--- src/ssp_socket_pkg.sv ---
// constants, field layouts and carriers for the socket status and power registers
// assumes an 8-bit indexed register port driven by host-side logic on clk_i
//
// Overview of operation
// reserved status and power bits read zero
// status bit 6 shows socket power on
// status bit 5 follows card ready line
// status bit 4 equals write-protect line
// status bit 3 is inverted detect two
// status bit 2 is inverted detect one
// memory card: bits 1:0 battery sense lines
// io card: bits 1:0 speaker, status change
// after reset bits 7:6 zero, rest live
// power bit 7 drives the socket output enable; supply and programming requests do not depend on it
// power bits 4:3 request supply voltage
// power bits 1:0 request programming voltage
// programming request ignored unless supply enabled
// power bits clear per power-event enable
// status register writes change nothing
package ssp_socket_pkg;

	// register indices on the socket register port
	localparam logic [7:0] SSP_IDX_STATUS = 8'h01;
	localparam logic [7:0] SSP_IDX_POWER = 8'h02;

	// status register field positions
	localparam int SSP_ST_POWER_ON_BIT = 6;
	localparam int SSP_ST_READY_BIT = 5;
	localparam int SSP_ST_WPROT_BIT = 4;
	localparam int SSP_ST_DET_TWO_BIT = 3;
	localparam int SSP_ST_DET_ONE_BIT = 2;
	localparam int SSP_ST_LINE_TWO_BIT = 1;
	localparam int SSP_ST_LINE_ONE_BIT = 0;

	// power control field positions
	localparam int SSP_PW_OE_BIT = 7;
	localparam int SSP_PW_VCC_LSB = 3;
	localparam int SSP_PW_VPP_LSB = 0;

	// bits of the power register that software may change
	localparam logic [7:0] SSP_PW_WR_MASK = 8'h9b;
	// reset values
	localparam logic [7:0] SSP_PW_RESET = 8'h00;
	localparam logic [7:0] SSP_ST_RESET = 8'h00;
	localparam logic [7:0] SSP_RDATA_RESET = 8'h00;

	// supply voltage request codes
	localparam logic [1:0] SSP_VCC_OFF = 2'h0;
	localparam logic [1:0] SSP_VCC_OFF_RSVD = 2'h1;
	localparam logic [1:0] SSP_VCC_5V = 2'h2;
	localparam logic [1:0] SSP_VCC_3V = 2'h3;

	// programming voltage request codes
	localparam logic [1:0] SSP_VPP_OFF = 2'h0;
	localparam logic [1:0] SSP_VPP_VCC = 2'h1;
	localparam logic [1:0] SSP_VPP_12V = 2'h2;
	localparam logic [1:0] SSP_VPP_OFF_RSVD = 2'h3;

	// live card pins and the two board resets, all asynchronous to clk_i
	typedef struct packed {
		logic ready;
		logic write_protect;
		logic detect_line_two;
		logic detect_line_one;
		logic battery_sense_line_two;
		logic battery_sense_line_one;
		logic speaker_out_line;
		logic status_change_line;
		logic global_reset_n;
		logic host_bus_reset_n;
	} ssp_pins_t;

	// idle level of the pin synchroniser: resets released, no card
	localparam ssp_pins_t SSP_PINS_IDLE = '{default: 1'b0, global_reset_n: 1'b1,
		host_bus_reset_n: 1'b1, detect_line_two: 1'b1, detect_line_one: 1'b1};

endpackage

--- src/ssp_socket_regs.sv ---
// socket status and power control register pair for one card socket
// assumes a one-cycle read or write strobe with index and data from host logic,
// card pins and the two board resets arriving asynchronously on pins
`timescale 1ns/100ps

module ssp_socket_regs
	import ssp_socket_pkg::*;
#(
	parameter int INDEX_W = 8 // width of the register index
) (
	input wire logic clk_i,
	input wire logic srst_i,
	// register port
	input wire logic [INDEX_W-1:0] reg_index_i,
	input wire logic reg_rd_i,
	input wire logic reg_wr_i,
	input wire logic [7:0] reg_wdata_i,
	output logic [7:0] reg_rdata_o,
	output logic reg_rvalid_o,
	// same-domain controls from neighbouring registers
	input wire logic pme_enable_i,
	input wire logic card_is_io_i,
	// card pins
	input wire logic ready_i,
	input wire logic write_protect_i,
	input wire logic detect_line_two_i,
	input wire logic detect_line_one_i,
	input wire logic battery_sense_line_two_i,
	input wire logic battery_sense_line_one_i,
	input wire logic speaker_out_line_i,
	input wire logic status_change_line_i,
	// board resets, active low
	input wire logic global_reset_n_i,
	input wire logic host_bus_reset_n_i,
	// socket controls
	output logic socket_output_enable_o,
	output logic [1:0] supply_voltage_request_o,
	output logic [1:0] program_voltage_request_o,
	output logic socket_power_on_status_o
);

	// the index must at least reach both registers
	generate
		if (INDEX_W < 2) begin : g_bad_width
			$error("ssp_socket_regs: INDEX_W too small");
		end
	endgenerate

	// raw pin bundle before synchronising
	ssp_pins_t pins_raw;
	// first synchroniser stage, read only by the second
	ssp_pins_t pins_meta_reg;
	// second stage, safe for logic
	ssp_pins_t pins_sync_reg;

	// stored power control byte
	logic [7:0] power_reg;
	logic [7:0] power_next;
	// registered view of the status byte
	logic [7:0] status_reg;
	logic [7:0] status_next;
	// read port flops
	logic [7:0] rdata_reg;
	logic [7:0] rdata_next;
	logic rvalid_reg;
	// gated programming request
	logic [1:0] vpp_reg;
	logic [1:0] vpp_next;
	logic power_on_reg;

	// decode wires
	logic hit_status;
	logic hit_power;
	logic wr_power;
	logic power_clear;
	logic vcc_enabled;
	logic [1:0] low_lines;
	logic [7:0] status_live;
	logic [7:0] read_sel;

	assign pins_raw = '{
		ready: ready_i,
		write_protect: write_protect_i,
		detect_line_two: detect_line_two_i,
		detect_line_one: detect_line_one_i,
		battery_sense_line_two: battery_sense_line_two_i,
		battery_sense_line_one: battery_sense_line_one_i,
		speaker_out_line: speaker_out_line_i,
		status_change_line: status_change_line_i,
		global_reset_n: global_reset_n_i,
		host_bus_reset_n: host_bus_reset_n_i
	};

	// two-flop synchroniser for every pin; reset parks it at the idle level
	always_ff @(posedge clk_i) begin
		if (srst_i) begin
			pins_meta_reg <= SSP_PINS_IDLE;
			pins_sync_reg <= SSP_PINS_IDLE;
		end else begin
			pins_meta_reg <= pins_raw;
			pins_sync_reg <= pins_meta_reg;
		end
	end

	// address decode; indices above the pair read as zero
	assign hit_status = (reg_index_i == INDEX_W'(SSP_IDX_STATUS));
	assign hit_power = (reg_index_i == INDEX_W'(SSP_IDX_POWER));
	// status writes ignored
	// only the power index accepts a write; a status write falls through
	assign wr_power = reg_wr_i & hit_power;

	// reset source selection
	// with power events enabled the bus reset must not drop socket power
	assign power_clear = srst_i | ~pins_sync_reg.global_reset_n
		| (~pins_sync_reg.host_bus_reset_n & ~pme_enable_i);

	// supply request decode
	// only 5 V and 3 V codes count as powered; the reserved code stays off
	assign vcc_enabled = (power_reg[SSP_PW_VCC_LSB +: 2] == SSP_VCC_5V)
		| (power_reg[SSP_PW_VCC_LSB +: 2] == SSP_VCC_3V);

	// reserved power bits
	// masked write keeps reserved bits at zero whatever is written
	assign power_next = wr_power ? (reg_wdata_i & SSP_PW_WR_MASK) : power_reg;

	// programming request gating
	// without supply the field is ignored and the request shows off
	assign vpp_next = vcc_enabled ? power_reg[SSP_PW_VPP_LSB +: 2] : SSP_VPP_OFF;

	// battery lines on memory card
	// speaker and status change on io card
	// the same two bits carry either pair, undecoded
	assign low_lines = card_is_io_i
		? {pins_sync_reg.speaker_out_line, pins_sync_reg.status_change_line}
		: {pins_sync_reg.battery_sense_line_two, pins_sync_reg.battery_sense_line_one};

	// live status byte assembled bit by bit
	always_comb begin
		status_live = 8'h00;
		// reserved status bit
		status_live[7] = 1'b0;
		// power on indication
		status_live[SSP_ST_POWER_ON_BIT] = vcc_enabled;
		// ready mirror
		status_live[SSP_ST_READY_BIT] = pins_sync_reg.ready;
		// write protect mirror
		status_live[SSP_ST_WPROT_BIT] = pins_sync_reg.write_protect;
		// detect two inverted
		status_live[SSP_ST_DET_TWO_BIT] = ~pins_sync_reg.detect_line_two;
		// detect one inverted
		status_live[SSP_ST_DET_ONE_BIT] = ~pins_sync_reg.detect_line_one;
		status_live[SSP_ST_LINE_TWO_BIT] = low_lines[1];
		status_live[SSP_ST_LINE_ONE_BIT] = low_lines[0];
	end
	assign status_next = status_live;

	// read data selection; anything unmapped reads zero
	assign read_sel = hit_status ? status_reg : (hit_power ? power_reg : 8'h00);
	// read data held between reads so the bus sees a stable byte
	assign rdata_next = reg_rd_i ? read_sel : rdata_reg;

	// power control storage
	// output enable stored here
	always_ff @(posedge clk_i) begin
		if (power_clear) begin
			power_reg <= SSP_PW_RESET;
			vpp_reg <= SSP_VPP_OFF;
			power_on_reg <= 1'b0;
		end else begin
			power_reg <= power_next;
			vpp_reg <= vpp_next;
			power_on_reg <= vcc_enabled;
		end
	end

	// status snapshot after reset
	// bits 7:6 are zero out of reset; the rest refill from pins each cycle
	always_ff @(posedge clk_i) begin
		if (srst_i) begin
			status_reg <= SSP_ST_RESET;
		end else begin
			status_reg <= status_next;
		end
	end

	// read port: data one cycle after the strobe with a valid pulse
	always_ff @(posedge clk_i) begin
		if (srst_i) begin
			rdata_reg <= SSP_RDATA_RESET;
			rvalid_reg <= 1'b0;
		end else begin
			rdata_reg <= rdata_next;
			rvalid_reg <= reg_rd_i;
		end
	end

	// outputs, each straight from a flop
	assign reg_rdata_o = rdata_reg;
	assign reg_rvalid_o = rvalid_reg;
	// output enable drive
	assign socket_output_enable_o = power_reg[SSP_PW_OE_BIT];
	// supply request drive
	assign supply_voltage_request_o = power_reg[SSP_PW_VCC_LSB +: 2];
	// programming request drive
	assign program_voltage_request_o = vpp_reg;
	// power indication lags the request by one cycle, as the status bit does, except that a clear drops it together with the request
	assign socket_power_on_status_o = power_on_reg;

endmodule // ssp_socket_regs

--- config.mk ---
export PLATFORM = sky130hd
export DESIGN_NAME = ssp_socket_regs
export DESIGN_NICKNAME = d
export VERILOG_FILES = /design/src/ssp_socket_pkg.sv /design/src/ssp_socket_regs.sv
export SDC_FILE = /design/constraint.sdc
export NUM_CORES = 1
export LEC_CHECK = 0
export ABC_AREA = 1
export BUFFER_PORTS_ARGS = -buffer_cell sky130_fd_sc_hd__buf_2
export CORE_AREA = 2 2 70 72
export DETAILED_ROUTE_END_ITERATION = 10
export DIE_AREA = 0 0 72 74
export GPL_TIMING_DRIVEN = 0
export PLACE_DENSITY = 0.56
export SYNTH_ARGS = -nofsm -noshare
export SYNTH_HDL_FRONTEND = slang
export SYNTH_SLANG_ARGS = --single-unit
--- constraint.sdc ---
create_clock -name clk_i -period 1.6 [get_ports clk_i]
set_input_delay 0.08 -clock clk_i [delete_from_list [all_inputs] [get_ports clk_i]]
set_output_delay 0.08 -clock clk_i [all_outputs]
set_load 0.1 [all_outputs]
==> results.cfg <==
[run_status]
outcome = finished, final reports clean

[min_path]
min_from = reg_wdata_i[3]
hold_depth = 3
min_to = power_reg[3]
holdCritPathClass = in2reg

[worst_setup_path]
end_kind = primary output
reg2reg_depth = 3
start_kind = flop
criticalPathCategory = reg2out
critPathTopFamily = buffers and inverters
reg2reg_from = pins_sync_reg[0]
reg2reg_slack_ps = 770
r2r-end = program_voltage_request_o[0]
path_cells = buf_4, buf_2
cp_slowest_stage_delay_ps = 410
cpMaxStageDelayCell = buf_2
worst_ep_arrival_time_ps = 1190
critPathRequiredTime_ps = 1520
cp_max_fo = 4
path_buf_inv = 2

[floorplan]
pin_count = 47
rows = 25
core_area_mm2 = 0.00460
initial_core_util_pct = 33.4
die-area_mm2 = 0.00533
fp.dieW_um = 72
chipHeight_um = 74

[clock_network]
cts_buffer_depth = 2
cts.clk_slew.worst_paths_ps = 70
cts_hold_buf = 10
clk_latency_ps = 290
cts_resized = 0
post-cts-setup-buffers = 0
htreeDepth = 2
cts_made_buffers = 5
cts_sinks = 44
cts_tree = yes
root_buffer = clkbuf_8

[logic_synthesis]
syn_inst = 188
yosys_register_bits = 44
ys_seq_area_share_pct = 57.3
ys_warn_count = 0
yosys.cell_types.count = 19
synth_nets = 220
avgSynthCellArea_um2 = 8.17
synth_area_mm2 = 0.00154

[pwr]
irDropWorstVdd_v = 0.000514
powerDensity_mw_per_mm2 = 1040
p_leak_uw = 0.00102

[timing]
rsz0062_at_grt = false
fmax_mhz = 790
tightest_slew_ps = 494
slew_violations = 0
fin_crit_ps = 1270
fin_ws_ps = 335
slew_headroom_pct = 67.3
setup_violations = 0
finalSetupTns_ps = 0
hold_viol_final = 0
period_share_pct = 79.1
fin_skew_ps = 5.42

[layout]
layout_commonest_cell = buf_2
antennaDiodeCount = 0
fin_util_pct = 43.8
final-seq-area_um2 = 881
fill_cells = 482
layoutNonFillerInstCount = 302
final_nets = 280
area_growth_pct = 31.2
drive_gt1_share_pct = 27.4
final_cell_mix = buf_2 (46), nor2_1 (44), dfxtp_1 (44)
multi_input_area_um2 = 497

[global_routing]
grt_pass1_vias = 1092
grt_overflow = 0
grt_util_all_layers_pct = 11.6
antenna_found_initial = 0
grt_start_max_net_pins = 13
grt_pass1_wl_um = 4690

[drt]
drt-vias-per-instance = 4.10
drt_first_pass_iters = 4
route.antenna.remaining_nets = 0
drc = 0
drtIter0Drc = 56
num_vias = 1238
wl_per_cell_um = 9.06
drt_wl_total_um = 2740

[placement]
dpl.cell_count = 285
post-place-ws_ps = 642
place.gp.congestion = 0.743
dp_hpwl_um = 2000
port_buffers = 43

[flow_run]
max-cap-violations = 0
routing by layer:
layer / track usage [%] / share of wire [%]
met1: 13.3 / 45
met2: 18.7 / 49
met3: 4.88 / 4.9
met4: 5.66 / 1.7
met5: 0 / 0
cell families (layout without fill, tap and decap cells):
logic type	after synthesis	after routing	share of synthesized area, %
buffers and inverters	38	98	10.3
and+or+nand+nor	96	96	29.1
DFF	44	44	57.3
AOI/OAI and AO/OA	10	10	3.26
per-stage QoR:
stage / total power [uW] / cell area (um^2) / hold slack [ps]
floorplan: 1320 / 1540 / 163
global placement: 1380 / 1820 / 258
detailed placement: 1380 / 1820 / 258
CTS: 2130 / 2020 / 4.92
global route: 2210 / 2020 / 16.0
finish: 2090 / 2020 / 12.4
power by group:
part | switching [uW] | internal, uW | leakage (uW)
logic | 150 | 79.8 | 0.000604
registers | 10.6 | 1130 | 0.000361
clock network | 337 | 384 | 0.0000503
total | 498 | 1600 | 0.00102
cell usage after synthesis (all sizes together):
cell type,n,area (um^2)
nor2,47,194
dfxtp,44,881
inv,31,116
nand2,21,83.8
nand3,17,97.6
or2,8,50.1
buf,6,37.5
o21ai,6,30.0
a21oi,4,20.0
nor3,2,15.0
and3,1,6.26
clkinv,1,5.00
tightest hold or removal path: cells and delay by family:
kind / cells / cell delay [ps]
buffers and inverters: 1 / 70
and+or+nand+nor: 2 / 110
worst max path at each step:
stage	endpoint	depth (start not counted)	slack [ps]	start
final	supply_voltage_request_o[1]	2	330	power_reg[4]
after global placement	supply_voltage_request_o[1]	2	640	power_reg[4]
after CTS	supply_voltage_request_o[1]	2	320	power_reg[4]
after detailed placement	power_reg[0]	7	640	reg_index_i[7]
after floorplan	power_reg[7]	4	310	power_reg[7]
after global routing	supply_voltage_request_o[1]	2	270	power_reg[4]
area by class of cell:
class	instances	area share, %
flip-flops and latches	44	43.7
multi-input cells	106	24.6
repair buffers	53	15.6
inverters	32	6.02
clock buffers	7	4.78
well taps	54	3.35
plain buffers	6	1.86
(Power assumes the default switching activity.)
